[config.mk]
export PLATFORM = sky130hd
export DESIGN_NAME = ssw_top
export DESIGN_NICKNAME = d
export VERILOG_FILES = /design/src/ssw_pkg.sv /design/src/ssw_sync.sv /design/src/ssw_top.sv
export VERILOG_INCLUDE_DIRS = /design/src /design/src/src
export SDC_FILE = /design/constraint.sdc
export NUM_CORES = 1
export LEC_CHECK = 0
export BUFFER_PORTS_ARGS = -buffer_cell sky130_fd_sc_hd__buf_2
export CORE_UTILIZATION = 60
export CTS_CLUSTER_SIZE = 16
export DETAILED_ROUTE_END_ITERATION = 10
export GPL_TIMING_DRIVEN = 0
export PLACE_DENSITY = 0.8
export REMOVE_ABC_BUFFERS = 1
export SKIP_CTS_REPAIR_TIMING = 1
export SLEW_MARGIN = 30
export SYNTH_ARGS = -nofsm -noshare
export SYNTH_HDL_FRONTEND = slang
export SYNTH_SLANG_ARGS = --single-unit
[constraint.sdc]
create_clock -name ref_clk -period 2.28 [get_ports ref_clk]
set_input_delay 0.114 -clock ref_clk [delete_from_list [all_inputs] [get_ports ref_clk]]
set_output_delay 0.114 -clock ref_clk [all_outputs]
set_load 0.02 [all_outputs]
[src/ssw_defs.svh]
// Timing constants and synchronised input positions for the supply supervisor
`ifndef SSW_DEFS_SVH
`define SSW_DEFS_SVH

`define SSW_CLK_MHZ        250
`define SSW_T_RESET_MS     200
`define SSW_T_WDOG_MS      1600
`define SSW_T_CE_US        10
`define SSW_RESET_CYC      (`SSW_T_RESET_MS * 1000 * `SSW_CLK_MHZ)
`define SSW_WDOG_CYC       (`SSW_T_WDOG_MS * 1000 * `SSW_CLK_MHZ)
`define SSW_CE_CYC         (`SSW_T_CE_US * `SSW_CLK_MHZ)

`define SSW_SYNC_W         12
`define SSW_IN_MR          0
`define SSW_IN_KICK        1
`define SSW_IN_VTRIP       2
`define SSW_IN_VSW         3
`define SSW_IN_VBAT        4
`define SSW_IN_VFLOOR      5
`define SSW_IN_BTRIP       6
`define SSW_IN_BGOOD       7
`define SSW_IN_PFI         8
`define SSW_IN_VLL         9
`define SSW_IN_CE          10
`define SSW_IN_PFPIN       11

// Idle pin levels, so no false edge or output glitch follows reset
`define SSW_SYNC_RST_VAL   12'hFBD

`endif

[src/ssw_pkg.sv]
// Types shared by the supply supervisor
`default_nettype none
package ssw_pkg;

  typedef enum logic [0:0] {
    SSW_SRC_MAIN,
    SSW_SRC_BACKUP
  } ssw_src_e;

  typedef enum logic [1:0] {
    SSW_SEAL_IDLE,
    SSW_SEAL_PENDING,
    SSW_SEAL_ARMED,
    SSW_SEAL_SEALED
  } ssw_seal_e;

endpackage : ssw_pkg
`default_nettype wire

[src/ssw_sync.sv]
// Two-flop synchroniser for the asynchronous comparator and pin inputs
`timescale 1ns/1ps
`default_nettype none
`include "ssw_defs.svh"

module ssw_sync (
  input  wire logic                     ref_clk,
  input  wire logic                     rst,
  input  wire logic [`SSW_SYNC_W-1:0]   async_in,
  output var  logic [`SSW_SYNC_W-1:0]   sync_out
);

  logic [`SSW_SYNC_W-1:0] meta_q;

  always_ff @(posedge ref_clk) begin
    if (rst) begin
      meta_q   <= `SSW_SYNC_RST_VAL;
      sync_out <= `SSW_SYNC_RST_VAL;
    end else begin
      meta_q   <= async_in;
      sync_out <= meta_q;
    end
  end

endmodule : ssw_sync
`default_nettype wire

[src/ssw_top.sv]
// Supply supervisor: reset generation, watchdog, chip-enable gating, backup switchover
// Contract
// - Reset held while manual reset low and 200 ms after release, except in first half of timeout with power fail pin forced low.
// - Reset low below trip threshold; 200 ms after any cause ends.
// - Active-high reset is always the inverse of active-low reset.
// - Kick stuck past timeout drives fault low; next kick edge restores it.
// - Fault forced high between switch and trip threshold, low below switch.
// - Gated chip enable low only when input low and reset inactive or in the reset-start hold.
// - Input low at reset start keeps output low 10 us or until input high.
// - Switch driver high on backup, low on main supply.
// - Main above trip or backup; backup below switch and backup voltage.
// - Below switch but above backup voltage, stay on main.
// - Below supply floor, select backup unless the seal is on.
// - Backup above supply, supply above switch: stay on main.
// - Return to main at trip crossing if backup above trip, else above backup.
// - Battery good follows comparator outside reset, holds its value during reset, held low below switch threshold.
// - Power fail low when sense low or supply below switch.
// - Power fail pin also sampled as input to arm the seal.
// - Early warning low when supply falls to low-line threshold.
// - Watchdog 1.6 s; cleared during reset; restarts on release or kick.
// - Fault released 10 us after reset asserts.
// - Seal armed by pin low through reset release; cleared when supply drops below trip and then returns above it.
`timescale 1ns/1ps
`default_nettype none
`include "ssw_defs.svh"

module ssw_top #(
  parameter logic [31:0] RESET_CYC = `SSW_RESET_CYC,
  parameter logic [31:0] WDOG_CYC  = `SSW_WDOG_CYC
) (
  input  wire logic ref_clk,
  input  wire logic rst,
  input  wire logic manual_reset_n,
  input  wire logic watchdog_kick,
  input  wire logic vcc_above_trip,
  input  wire logic vcc_above_switch,
  input  wire logic vcc_above_backup,
  input  wire logic vcc_above_floor,
  input  wire logic backup_above_trip,
  input  wire logic backup_above_good,
  input  wire logic power_fail_sense,
  input  wire logic vcc_above_low_line,
  input  wire logic chip_enable_in_n,
  input  wire logic power_fail_in,
  output var  logic reset_n,
  output var  logic reset_hi,
  output var  logic watchdog_fault_n,
  output var  logic chip_enable_out_n,
  output var  logic ram_on_backup,
  output var  logic backup_selected,
  output var  logic battery_good,
  output var  logic power_fail_n,
  output var  logic power_fail_oe,
  output var  logic early_power_warning_n,
  output var  logic seal_armed
);

  logic [`SSW_SYNC_W-1:0] s_in;
  logic                   s_mr_n;
  logic                   s_kick;
  logic                   s_vtrip;
  logic                   s_vsw;
  logic                   s_vbat;
  logic                   s_vfloor;
  logic                   s_btrip;
  logic                   s_bgood;
  logic                   s_pfi;
  logic                   s_vll;
  logic                   s_ce_n;
  logic                   s_pfpin;

  logic                   rst_act_q;
  logic                   rst_act_prev_q;
  logic [31:0]            rst_cnt_q;
  logic [11:0]            rst_age_q;
  logic                   mr_ignore;
  logic                   cause;
  logic                   age_done;

  logic                   kick_prev_q;
  logic                   kick_edge;
  logic [31:0]            wd_cnt_q;
  logic                   fault_q;

  logic                   ce_hold_q;
  logic                   ce_keep;

  ssw_pkg::ssw_src_e      src_q;
  ssw_pkg::ssw_src_e      src_d;
  ssw_pkg::ssw_seal_e     seal_q;
  ssw_pkg::ssw_seal_e     seal_d;
  logic                   seal_on;
  logic                   to_backup;
  logic                   to_main;

  logic                   pf_drv_d1_q;
  logic                   pf_drv_d2_q;
  logic                   pf_forced;

  ssw_sync u_sync (
    .ref_clk  (ref_clk),
    .rst      (rst),
    .async_in ({power_fail_in, chip_enable_in_n, vcc_above_low_line, power_fail_sense,
                backup_above_good, backup_above_trip, vcc_above_floor, vcc_above_backup,
                vcc_above_switch, vcc_above_trip, watchdog_kick, manual_reset_n}),
    .sync_out (s_in)
  );

  assign s_mr_n   = s_in[`SSW_IN_MR];
  assign s_kick   = s_in[`SSW_IN_KICK];
  assign s_vtrip  = s_in[`SSW_IN_VTRIP];
  assign s_vsw    = s_in[`SSW_IN_VSW];
  assign s_vbat   = s_in[`SSW_IN_VBAT];
  assign s_vfloor = s_in[`SSW_IN_VFLOOR];
  assign s_btrip  = s_in[`SSW_IN_BTRIP];
  assign s_bgood  = s_in[`SSW_IN_BGOOD];
  assign s_pfi    = s_in[`SSW_IN_PFI];
  assign s_vll    = s_in[`SSW_IN_VLL];
  assign s_ce_n   = s_in[`SSW_IN_CE];
  assign s_pfpin  = s_in[`SSW_IN_PFPIN];

  // pin low while we are not pulling it means someone else is
  // Drive history covers the synchroniser lag after we let go
  assign pf_forced = !s_pfpin && !power_fail_oe && !pf_drv_d1_q && !pf_drv_d2_q;

  always_ff @(posedge ref_clk) begin
    if (rst) begin
      pf_drv_d1_q <= 1'b0;
      pf_drv_d2_q <= 1'b0;
    end else begin
      pf_drv_d1_q <= power_fail_oe;
      pf_drv_d2_q <= pf_drv_d1_q;
    end
  end

  // Manual reset ignored in first half of timeout while seal is being armed
  assign mr_ignore = pf_forced && rst_act_q && (rst_cnt_q < (RESET_CYC >> 1));
  assign cause     = !s_vtrip || (!s_mr_n && !mr_ignore);
  assign age_done  = (rst_age_q == 12'(`SSW_CE_CYC));

  always_ff @(posedge ref_clk) begin
    if (rst) begin
      rst_act_q <= 1'b1;
      rst_cnt_q <= 32'h0000_0000;
    end else if (cause) begin
      rst_act_q <= 1'b1;
      rst_cnt_q <= 32'h0000_0000;
    end else if (rst_act_q) begin
      if (rst_cnt_q == RESET_CYC - 32'h1) begin
        rst_act_q <= 1'b0;
      end else begin
        rst_cnt_q <= rst_cnt_q + 32'h1;
      end
    end
  end

  // Time since reset asserted, saturating
  always_ff @(posedge ref_clk) begin
    if (rst) begin
      rst_age_q      <= 12'h000;
      // Matches rst_act_q so leaving reset is not seen as a fresh reset start
      rst_act_prev_q <= 1'b1;
    end else begin
      rst_act_prev_q <= rst_act_q;
      if (!rst_act_q) begin
        rst_age_q <= 12'h000;
      end else if (!age_done) begin
        rst_age_q <= rst_age_q + 12'h001;
      end
    end
  end

  // both levels from one state bit
  always_ff @(posedge ref_clk) begin
    if (rst) begin
      reset_n  <= 1'b0;
      reset_hi <= 1'b1;
    end else begin
      reset_n  <= !rst_act_q;
      reset_hi <= rst_act_q;
    end
  end

  assign kick_edge = s_kick ^ kick_prev_q;

  always_ff @(posedge ref_clk) begin
    if (rst) begin
      kick_prev_q <= 1'b0;
      wd_cnt_q    <= 32'h0000_0000;
    end else begin
      kick_prev_q <= s_kick;
      if (rst_act_q || kick_edge) begin
        wd_cnt_q <= 32'h0000_0000;
      end else if (wd_cnt_q != WDOG_CYC) begin
        wd_cnt_q <= wd_cnt_q + 32'h1;
      end
    end
  end

  // fault on timeout, cleared by kick
  // fault cleared 10 us into reset
  always_ff @(posedge ref_clk) begin
    if (rst) begin
      fault_q <= 1'b0;
    end else if (kick_edge || (rst_act_q && age_done)) begin
      fault_q <= 1'b0;
    end else if (!rst_act_q && wd_cnt_q == WDOG_CYC - 32'h1) begin
      fault_q <= 1'b1;
    end
  end

  always_ff @(posedge ref_clk) begin
    if (rst) begin
      watchdog_fault_n <= 1'b0;
    end else if (!s_vsw) begin
      watchdog_fault_n <= 1'b0;
    end else if (!s_vtrip) begin
      watchdog_fault_n <= 1'b1;
    end else begin
      watchdog_fault_n <= !fault_q;
    end
  end

  // keep a running access alive briefly into reset
  assign ce_keep = ce_hold_q || (rst_act_q && !rst_act_prev_q && !s_ce_n);

  always_ff @(posedge ref_clk) begin
    if (rst) begin
      ce_hold_q <= 1'b0;
    end else if (rst_act_q && !rst_act_prev_q && !s_ce_n) begin
      ce_hold_q <= 1'b1;
    end else if (s_ce_n || !rst_act_q || age_done) begin
      ce_hold_q <= 1'b0;
    end
  end

  always_ff @(posedge ref_clk) begin
    if (rst) begin
      chip_enable_out_n <= 1'b1;
    end else begin
      chip_enable_out_n <= !(!s_ce_n && (!rst_act_q || ce_keep));
    end
  end

  // backup below switch and backup voltage, or below floor
  assign to_backup = !s_vfloor || (!s_vsw && !s_vbat);
  // return point depends on backup against trip
  assign to_main   = s_vfloor && (s_vtrip || (!s_btrip && s_vbat));
  assign seal_on   = (seal_q == ssw_pkg::SSW_SEAL_ARMED) || (seal_q == ssw_pkg::SSW_SEAL_SEALED);

  always_comb begin
    src_d = src_q;
    case (src_q)
      ssw_pkg::SSW_SRC_MAIN: begin
        if (to_backup && !seal_on) begin
          src_d = ssw_pkg::SSW_SRC_BACKUP;
        end
      end
      ssw_pkg::SSW_SRC_BACKUP: begin
        if (seal_on || (to_main && !to_backup)) begin
          src_d = ssw_pkg::SSW_SRC_MAIN;
        end
      end
      default: src_d = ssw_pkg::SSW_SRC_MAIN;
    endcase
  end

  always_ff @(posedge ref_clk) begin
    if (rst) begin
      src_q <= ssw_pkg::SSW_SRC_MAIN;
    end else begin
      src_q <= src_d;
    end
  end

  always_ff @(posedge ref_clk) begin
    if (rst) begin
      ram_on_backup   <= 1'b0;
      backup_selected <= 1'b0;
    end else begin
      ram_on_backup   <= (src_q == ssw_pkg::SSW_SRC_BACKUP);
      backup_selected <= (src_q == ssw_pkg::SSW_SRC_BACKUP);
    end
  end

  always_comb begin
    seal_d = seal_q;
    case (seal_q)
      ssw_pkg::SSW_SEAL_IDLE: begin
        if (rst_act_q && s_vtrip && pf_forced) begin
          seal_d = ssw_pkg::SSW_SEAL_PENDING;
        end
      end
      ssw_pkg::SSW_SEAL_PENDING: begin
        if (!s_vtrip) begin
          seal_d = ssw_pkg::SSW_SEAL_IDLE;
        end else if (!rst_act_q) begin
          seal_d = pf_forced ? ssw_pkg::SSW_SEAL_ARMED : ssw_pkg::SSW_SEAL_IDLE;
        end
      end
      ssw_pkg::SSW_SEAL_ARMED: begin
        if (!s_vtrip) begin
          seal_d = ssw_pkg::SSW_SEAL_SEALED;
        end
      end
      ssw_pkg::SSW_SEAL_SEALED: begin
        if (s_vtrip) begin
          seal_d = ssw_pkg::SSW_SEAL_IDLE;
        end
      end
      default: seal_d = ssw_pkg::SSW_SEAL_IDLE;
    endcase
  end

  always_ff @(posedge ref_clk) begin
    if (rst) begin
      seal_q     <= ssw_pkg::SSW_SEAL_IDLE;
      seal_armed <= 1'b0;
    end else begin
      seal_q     <= seal_d;
      seal_armed <= seal_on;
    end
  end

  always_ff @(posedge ref_clk) begin
    if (rst) begin
      battery_good <= 1'b0;
    end else if (!s_vsw) begin
      battery_good <= 1'b0;
    end else if (!rst_act_q) begin
      battery_good <= s_bgood;
    end
  end

  // power fail, pulled low as open drain so the pin can be overdriven
  always_ff @(posedge ref_clk) begin
    if (rst) begin
      power_fail_n  <= 1'b1;
      power_fail_oe <= 1'b0;
    end else begin
      power_fail_n  <= s_pfi && s_vsw;
      power_fail_oe <= !(s_pfi && s_vsw);
    end
  end

  always_ff @(posedge ref_clk) begin
    if (rst) begin
      early_power_warning_n <= 1'b1;
    end else begin
      early_power_warning_n <= s_vll;
    end
  end

  reset_inverse_a: assert property (@(posedge ref_clk) disable iff (rst)
    reset_hi == !reset_n) else $error("reset outputs not inverse");

  reset_cause_a: assert property (@(posedge ref_clk) disable iff (rst)
    cause |=> rst_act_q ##1 reset_hi) else $error("cause did not assert reset");

  reset_release_a: assert property (@(posedge ref_clk) disable iff (rst)
    $fell(rst_act_q) |-> $past(rst_cnt_q) == RESET_CYC - 32'h1 && !$past(cause))
    else $error("reset released before full timeout");

  wdo_low_a: assert property (@(posedge ref_clk) disable iff (rst)
    !s_vsw |=> !watchdog_fault_n) else $error("fault not forced low below switch");

  wdo_high_a: assert property (@(posedge ref_clk) disable iff (rst)
    s_vsw && !s_vtrip |=> watchdog_fault_n) else $error("fault not forced high");

  wd_cleared_a: assert property (@(posedge ref_clk) disable iff (rst)
    rst_act_q |=> wd_cnt_q == 32'h0000_0000) else $error("watchdog counted in reset");

  fault_release_a: assert property (@(posedge ref_clk) disable iff (rst)
    rst_act_q && age_done && !kick_edge |=> !fault_q ##1 (!s_vtrip || !s_vsw || watchdog_fault_n))
    else $error("fault not released in reset");

  ce_gate_a: assert property (@(posedge ref_clk) disable iff (rst)
    !chip_enable_out_n |-> $past(!s_ce_n)) else $error("chip enable low without input");

  ce_window_a: assert property (@(posedge ref_clk) disable iff (rst)
    ce_hold_q |-> rst_age_q <= 12'(`SSW_CE_CYC)) else $error("chip enable held past window");

  drv_match_a: assert property (@(posedge ref_clk) disable iff (rst)
    backup_selected == ram_on_backup) else $error("switch driver disagrees with selection");

  floor_backup_a: assert property (@(posedge ref_clk) disable iff (rst)
    !s_vfloor && !seal_on && !rst_act_prev_q |-> ##2 ram_on_backup) else $error("floor did not select backup");

  pfo_low_a: assert property (@(posedge ref_clk) disable iff (rst)
    (!s_pfi || !s_vsw) |=> !power_fail_n && power_fail_oe) else $error("power fail not low");

  bok_low_a: assert property (@(posedge ref_clk) disable iff (rst)
    !s_vsw |=> !battery_good) else $error("battery good high below switch");

endmodule : ssw_top
`default_nettype wire

==> results.json, run 1 <==
{
  "worstPathMaxFanout": 8,
  "io-pin-count": 25,
  "synth_top_family_by_area": "simple AND/OR/NAND/NOR gates",
  "htree_levels": 4,
  "ys_top_cells_by_count": "dfxtp_1 (119), nor2_1 (63), nand2_1 (43)",
  "grt_pass1_wl_um": 16100,
  "yosys-top-cells-area": "dfxtp_1 (49%), xor2_1 (6.8%), nor2_1 (4.8%)",
  "slowest_delay_ns": 0.60,
  "area_growth_pct": 20.6,
  "grt.total_usage_pct": 23.5,
  "cts_made_buffers": 17,
  "path_buf_inv": 0,
  "hold_ws_ns": 0.0846,
  "synthArstFlopShare_pct": 0,
  "peakVddDrop_uv": 644,
  "drv_slew": 0,
  "grt_overflow": 0,
  "ant_nets": 0,
  "dp.cells": 657,
  "clkLatencyLatePin_ns": 0.51,
  "tightestPinTransition_ns": 0.765,
  "fin_skew_ns": 0.00734,
  "crit_slowest_cell": "or4_4",
  "critPathRequiredTime_ns": 2.72,
  "hp-class": "in2reg",
  "grt_pass1_vias": 3704,
  "critical-path-top-delay-family": "simple AND/OR/NAND/NOR gates",
  "synth.most_common_cell": "dfxtp_1",
  "drc": 0,
  "nets": 606,
  "grt_max_degree": 41,
  "critical_path_arrival_ns": 2.59,
  "tns_ns": 0,
  "syn_area_per_cell_sq_um": 8.93,
  "hold_viol": 0,
  "cp-start-kind": "flip-flop",
  "status": "finished, final reports clean",
  "row_count": 32,
  "synth_cell_types": 45,
  "drive_above_1_share_pct": 16.5,
  "wl_per_cell_um": 13.6,
  "synth_top_area_share_pct": 48.7,
  "period_share_pct": 94.2,
  "leakage_nw": 2.07,
  "clk_root_buffer_cell": "clkbuf_8",
  "worstSetupEndpointType": "flip-flop",
  "syn_area_sq_um": 4890,
  "synth-warning-count": 0,
  "seq_area_frac_synth_pct": 48.7,
  "synth_compound_area_share_pct": 7.06,
  "power_density_nw_per_um2": 861,
  "vias": 3984,
  "drt-vias-per-instance": 5.68,
  "cts_tree": "yes",
  "period_needed_ns": 2.15,
  "instances_no_fill": 701,
  "synthFlopType": "dfxtp_1",
  "gp_congestion": 0.843,
  "critPathKind": "reg2reg",
  "die_h_um": 92.3,
  "muxShareOfSynthArea_pct": 0.818,
  "fmax_ghz": 0.465,
  "die_w_um": 92.3,
  "firstDrtPassIters": 4,
  "dieArea_sq_um": 8520,
  "synthCells": 548,
  "clock_path_buffers": 2,
  "fin_total_pwr_w": 0.00508,
  "setup_violations": 0,
  "yosys.area_share.simple_pct": 30.3,
  "path_cells": "ha_2, and4_2, nand3_2, or4_4, or3_1, a21oi_1",
  "cap_viol_max_count": 0,
  "clkTransAtPathRegs_ns": 0.06,
  "antenna_found_initial": 0,
  "synth_adder_area_share_pct": 1.28,
  "port_buffers": 24,
  "fp.coreArea_sq_um": 7810,
  "dp_hpwl_um": 5930,
  "synth_top_area_cell": "dfxtp_1",
  "ys_ff_latch": 119,
  "rsz0062_at_grt": "no",
  "synth_edf_count": 0,
  "cts_num_sinks": 119,
  "initial_core_util_pct": 62.7,
  "drt_iter0_drc": 182,
  "wl_um": 9570,
  "slew_headroom_pct": 48.5,
  "antennaDiodeCount": 0,
  "synthXorXnorAreaFrac_pct": 8.95
}
-- metrics by stage --
stage | setup slack [ns] | instance area (sq um) | utilization, %
after CTS | -0.365 | 5730 | 73.4
final | 0.132 | 5900 | 75.5
after floorplan | -0.267 | 4810 | -
after detailed placement | -0.363 | 5090 | 65.3
after global routing | 0.0114 | 5900 | 75.5
after global placement | -0.841 | 5060 | 64.8
-- logic make-up (layout without fill, tap and decap cells) --
family,Yosys count,in the layout
DFF,119,119
muxes,4,4
adders and majority gates,5,5
AOI/OAI and AO/OA,61,61
and+or+nand+nor,274,274
buffers and inverters,35,86
xor gates and xnor gates,50,50
-- final cells by class --
| class | instances | area [sq um] |
|---|---|---|
| flip-flops and latches | 119 | 2380 |
| multi-input cells | 394 | 2430 |
| inverters | 17 | 63.8 |
| well taps | 102 | 128 |
| repair buffers | 38 | 263 |
| clock buffers | 19 | 432 |
| fillers | 527 | 1910 |
| clock inverters | 12 | 201 |
-- flip-flops by register name, summed over array words and instances (netlist names), 12 cells and up, named ones only --
register and cells:
u_sync.sync_out 12, rst_cnt_q 32, rst_age_q 12, wd_cnt_q 32, u_sync.meta_q 12
-- layout by cell type (no fill, tap or decap), types with 5 or more instances in the layout --
cell and instances:
dfxtp_1 119, clkinvlp_4 5, nand2_1 43, nor2b_1 7, inv_1 17, clkbuf_16 16
nor2_1 63, xor2_1 38, o21ai_0 18, dlygate4sd3_1 12, xnor2_1 12, nor4_1 11
or3_1 18, a21oi_1 27, buf_2 24, nor3_1 12, nand3_1 24, and3_1 7
nand4_1 23, nand2b_1 8, or2_2 26, bufinv_16 5
-- path summary, 6_finish.rpt --
path	from	end	slack, ns	cells after the start
worst min register to register	u_sync.meta_q[8]	u_sync.sync_out[8]	0.41	1
worst max-delay path	wd_cnt_q[1]	wd_cnt_q[30]	0.13	6
worst max register to register	wd_cnt_q[1]	wd_cnt_q[30]	0.13	6
worst min-delay path	rst	flip-flop	0.08	2
-- routing by layer --
layer	up-vias	share of wire, %	track usage, %
li1	1982	-	-
met4	0	1.2	9.64
met2	116	49	38.4
met5	-	0	0
met1	1872	45	29.1
met3	14	4.9	7.06
-- report_power, final --
group / total (W) / internal, W / switching (W) / leakage (nW)
clock network: 0.00282 / 0.00190 / 0.000918 / 0.292
registers: 0.00213 / 0.00212 / 0.0000179 / 0.966
logic: 0.000123 / 0.0000613 / 0.0000615 / 0.815
total: 0.00508 / 0.00408 / 0.000997 / 2.07
Note: power is estimated with default switching activity, not from simulation.
==> run 2: changes to the inputs <==
Settings changed: CORE_UTILIZATION 60 to 54, PLACE_DENSITY 0.8 to 0.76.
Clock period 2.28 ns to 1.7 ns, I/O delays scaled along.
==> run 2 against run 1 <==
Against the previous run:
- the run now ends with setup timing left
- die area is 11% higher
- setup slack worse by 0.59 ns
- critical endpoint is now rst_cnt_q[22]
- global-route usage is 2.1 points lower
- clock skew is 0.00071 ns lower
- design area is 11% higher
- register-to-register slack worse by 0.59 ns
- flip-flop and latch count stayed put
- largest cell class unchanged
- highest routed layer unchanged
- core utilization is 0.52 points lower
==> results.json, run 2 (synthesis results as in run 1) <==
{
  "clkLatencyLatePin_ns": 0.52,
  "status": "complete, but fails checks",
  "ant_nets": 0,
  "wl_per_cell_um": 17.8,
  "cap_viol_max_count": 0,
  "cts_num_sinks": 119,
  "drc": 0,
  "vias": 4388,
  "hp-class": "in2reg",
  "critPathRequiredTime_ns": 2.13,
  "largest_registers": "rst_cnt_q (32), wd_cnt_q (32)",
  "worstPathMaxFanout": 5,
  "initial_core_util_pct": 55.8,
  "critical-path-top-delay-family": "compound AO/OA/AOI/OAI gates",
  "critPathKind": "reg2reg",
  "drive_above_1_share_pct": 33.7,
  "dieArea_sq_um": 9440,
  "hold_viol": 0,
  "critical_path_arrival_ns": 2.58,
  "grt_pass1_vias": 3645,
  "grt.total_usage_pct": 21.4,
  "slowest_delay_ns": 0.52,
  "row_count": 34,
  "io-pin-count": 25,
  "period_share_pct": 127,
  "firstDrtPassIters": 5,
  "hold_ws_ns": 0.0571,
  "leakage_nw": 2.35,
  "gp_congestion": 0.837,
  "cts_made_buffers": 17,
  "fmax_ghz": 0.463,
  "pre_cts_ws_ns": -1.09,
  "nets": 635,
  "fin_skew_ns": 0.00663,
  "area_growth_pct": 34.4,
  "tightestPinTransition_ns": 0.605,
  "path_buf_inv": 2,
  "die_w_um": 97.2,
  "rsz0062_at_grt": "yes",
  "dp_hpwl_um": 6210,
  "crit_slowest_cell": "a2111oi_4",
  "antennaDiodeCount": 0,
  "die_h_um": 97.2,
  "worstSetupEndpointType": "flip-flop",
  "grt_pass1_wl_um": 16500,
  "path_cells": "nand4_1, o21bai_2, a2111oi_4, o2111ai_4, buf_12, buf_6, nor2_1",
  "cp-start-kind": "flip-flop",
  "tns_ns": -11.91,
  "layout_commonest_cell": "dfxtp_1",
  "port_buffers": 24,
  "violations": "setup timing",
  "cts_tree": "yes",
  "grt_overflow": 0,
  "clkTransAtPathRegs_ns": 0.06,
  "wl_um": 13100,
  "grt_max_degree": 41,
  "setup_violations": 44,
  "drv_slew": 0,
  "worst_slack_ns": -0.459,
  "drt_iter0_drc": 263,
  "fin_total_pwr_w": 0.00655,
  "antenna_found_initial": 0,
  "fp.coreArea_sq_um": 8760,
  "power_density_nw_per_um2": 996,
  "clk_root_buffer_cell": "clkbuf_8",
  "htree_levels": 4,
  "peakVddDrop_uv": 818,
  "post-route-util_pct": 75.0,
  "drt-vias-per-instance": 5.95,
  "mostFrequentLayoutCells": "dfxtp_1 (89), nor2_1 (45), nand2_1 (41)",
  "slew_headroom_pct": 59.7,
  "clock_path_buffers": 2,
  "period_needed_ns": 2.16
}
run 2: cell type report:
| class | instances | area [sq um] |
|---|---|---|
| multi-input combinational | 395 | 2830 |
| clock buffer | 17 | 414 |
| inverter | 17 | 63.8 |
| clock inverter | 15 | 159 |
| tap | 108 | 135 |
| fill | 543 | 2190 |
| timing repair buffer | 66 | 534 |
| sequential | 119 | 2440 |
run 2: through the flow:
stage	std cells	cell area, sq um
2_1_floorplan	530	4810
3_3_place_gp	662	5070
3_5_place_dp	663	5110
4_1_cts	695	5690
5_1_grt	737	6580
6_report	737	6580
run 2: metal layers:
layer	wire (um)	track usage (%)
met1	5090	26.9
met2	6530	34.2
met3	688	5.04
met4	774	11.0
met5	0	0
run 2: power by group:
group	switching, W	leakage [nW]	internal, W	total [W]
Clock	0.00145	0.284	0.00200	0.00345
Combinational	0.000121	1.08	0.000121	0.000242
Sequential	0.0000292	0.983	0.00282	0.00285
Total	0.00160	2.35	0.00494	0.00655
run 2: path summary, 6_finish.rpt:
path	startpoint	end	slack, ns	cells after the start
setup / recovery	rst_cnt_q[22]	rst_cnt_q[22]	-0.46	7
hold / removal	rst	u_sync.meta_q[6]	0.06	2
setup reg to reg	rst_cnt_q[22]	rst_cnt_q[22]	-0.46	7
hold reg to reg	u_sync.meta_q[7]	u_sync.sync_out[7]	0.41	1
run 2: worst reg2reg max path, cell delays in order, from the launching register on:
cell and delay (ns):
dfxtp_1 0.39, nand4_1 0.24, o21bai_2 0.12, a2111oi_4 0.52, o2111ai_4 0.26, buf_12 0.21
buf_6 0.13, nor2_1 0.19
==> run 3: changes to the inputs <==
Settings changed: RECOVER_POWER set to 50.
==> run 3 against run 2 <==
Against the previous run:
- the run still ends with setup timing left
- worst hold slack about the same
- combinational power about the same
- clock skew hardly changed
- total power about the same
- critical path depth unchanged
- core utilization hardly changed
==> results.json, run 3 (synthesis results as in run 1) <==
{
  "status": "complete, but fails checks",
  "violations": "setup timing",
  "cp-endpoint": "rst_cnt_q[22]",
  "path_depth": 7,
  "nets": 635,
  "fp.coreArea_sq_um": 8760,
  "gp_congestion": 0.837,
  "period_share_pct": 127,
  "clk_root_buffer_cell": "clkbuf_8",
  "critical-path-top-delay-family": "compound AO/OA/AOI/OAI gates",
  "tightestPinTransition_ns": 0.604,
  "clock_path_buffers": 2,
  "firstDrtPassIters": 5,
  "layout_commonest_cell": "dfxtp_1",
  "largest_registers": "rst_cnt_q (32), wd_cnt_q (32)",
  "leakage_nw": 2.34,
  "cts_made_buffers": 17,
  "grt_pass1_vias": 3645,
  "rr_startpoint": "rst_cnt_q[26]",
  "die_w_um": 97.2,
  "drt-vias-per-instance": 5.96,
  "slew_headroom_pct": 59.8,
  "reg2regPathDepth": 7,
  "drv_slew": 0,
  "slowest_delay_ns": 0.46,
  "combPwrFrac_pct": 3.7,
  "n_fill_cell": 545,
  "internal_power_w": 0.00494,
  "p_seq_share_pct": 43.6,
  "wl_per_cell_um": 17.7,
  "antenna_found_initial": 0,
  "wl_um": 13000,
  "critPathKind": "reg2reg",
  "cts_num_sinks": 119,
  "clkPwrFrac_pct": 52.8,
  "crit_slowest_cell": "a2111oi_4",
  "worst_slack_ns": -0.451,
  "fin_total_pwr_w": 0.00655,
  "row_count": 34,
  "hp-class": "in2reg",
  "clkTransAtPathRegs_ns": 0.06,
  "io-pin-count": 25,
  "fmax_ghz": 0.465,
  "critPathRequiredTime_ns": 2.13,
  "area_growth_pct": 34.3,
  "instances_no_fill": 737,
  "drive_above_1_share_pct": 33.2,
  "antennaDiodeCount": 0,
  "post-route-util_pct": 75.0,
  "final_area_sq_um": 6570,
  "clkLatencyLatePin_ns": 0.52,
  "grt_overflow": 0,
  "cts_tree": "yes",
  "rsz0062_at_grt": "yes",
  "swShare_pct": 24.5,
  "htree_levels": 4,
  "startpoint": "rst_cnt_q[26]",
  "grt_pass1_wl_um": 16500,
  "path_cells": "nor4_4, nand2_2, a2111oi_4, o2111ai_4, buf_12, buf_6, nor2_1",
  "vias": 4393,
  "worstPathMaxFanout": 5,
  "worstSetupEndpointType": "flip-flop",
  "grt_max_degree": 41,
  "die_h_um": 97.2,
  "p_sw_w": 0.00161,
  "drc": 0,
  "dieArea_sq_um": 9440,
  "hold_viol": 0,
  "initial_core_util_pct": 55.8,
  "drt_iter0_drc": 264,
  "ff2ff_setup_slack_ns": -0.45,
  "mostFrequentLayoutCells": "dfxtp_1 (89), nor2_1 (45), nand2_1 (41)",
  "ant_nets": 0,
  "fin_skew_ns": 0.00652,
  "timing.rr.end": "rst_cnt_q[22]",
  "cp-start-kind": "flip-flop",
  "cap_viol_max_count": 0,
  "dp.cells": 663,
  "power_density_nw_per_um2": 997,
  "period_needed_ns": 2.15,
  "dp_hpwl_um": 6210,
  "peakVddDrop_uv": 822,
  "critical_path_arrival_ns": 2.58,
  "dpl_cell_area_sq_um": 5110,
  "path_buf_inv": 2,
  "grt.total_usage_pct": 21.4,
  "setup_violations": 44,
  "port_buffers": 24
}
-- run 3: cell type report --
| type | instances | area [sq um] | area share (%) |
|---|---|---|---|
| Multi-Input combinational cell | 395 | 2830 | 43.1 |
| Sequential cell | 119 | 2440 | 37.1 |
| Timing Repair Buffer | 66 | 531 | 8.07 |
| Clock buffer | 17 | 414 | 6.30 |
| Clock inverter | 15 | 159 | 2.42 |
| Tap cell | 108 | 135 | 2.06 |
| Inverter | 17 | 63.8 | 0.971 |
-- run 3: worst register-to-register path, cell delays in order (launching register included) --
cell	delay [ns]
dfxtp_2	0.35
nor4_4	0.34
nand2_2	0.13
a2111oi_4	0.46
o2111ai_4	0.26
buf_12	0.21
buf_6	0.13
nor2_1	0.19
-- run 3: metrics by stage --
stage	hold WS, ns	setup slack (ns)	TNS, ns
detailed placement	0.272	-1.09	-34.68
finish	0.0567	-0.451	-11.79
global route	0.0885	-0.526	-15.03
floorplan	0.152	-0.847	-24.06
CTS	-0.260	-1.17	-37.94
global placement	0.268	-1.49	-48.11
-- run 3: per-layer routing --
layer / share of wire [%] / vias to the layer above / global-route usage, %
met4: 6.0 / 0 / 11.0
met3: 5.4 / 73 / 5.04
li1: - / 2054 / -
met2: 50 / 199 / 34.2
met5: 0 / - / 0
met1: 39 / 2067 / 26.9
-- run 3: power by group through the flow --
stage | clock network (W) | logic [W] | registers, W
after floorplan | 0 | 0.0000747 | 0.00292
after global placement | 0 | 0.000124 | 0.00292
after detailed placement | 0 | 0.000145 | 0.00292
after CTS | 0.00343 | 0.000147 | 0.00286
after global routing | 0.00364 | 0.000258 | 0.00286
final | 0.00345 | 0.000242 | 0.00285
-- run 3: how the worst min path moves through the flow --
| stage | start | endpoint | slack, ns | cells past startpoint |
|---|---|---|---|---|
| floorplan | rst | seal_armed | 0.15 | 1 |
| global placement | manual_reset_n | u_sync.meta_q[0] | 0.27 | 2 |
| detailed placement | power_fail_in | u_sync.meta_q[11] | 0.27 | 2 |
| CTS | vcc_above_floor | u_sync.meta_q[5] | -0.26 | 2 |
| global route | rst | u_sync.meta_q[6] | 0.09 | 2 |
| finish | rst | u_sync.meta_q[6] | 0.06 | 2 |
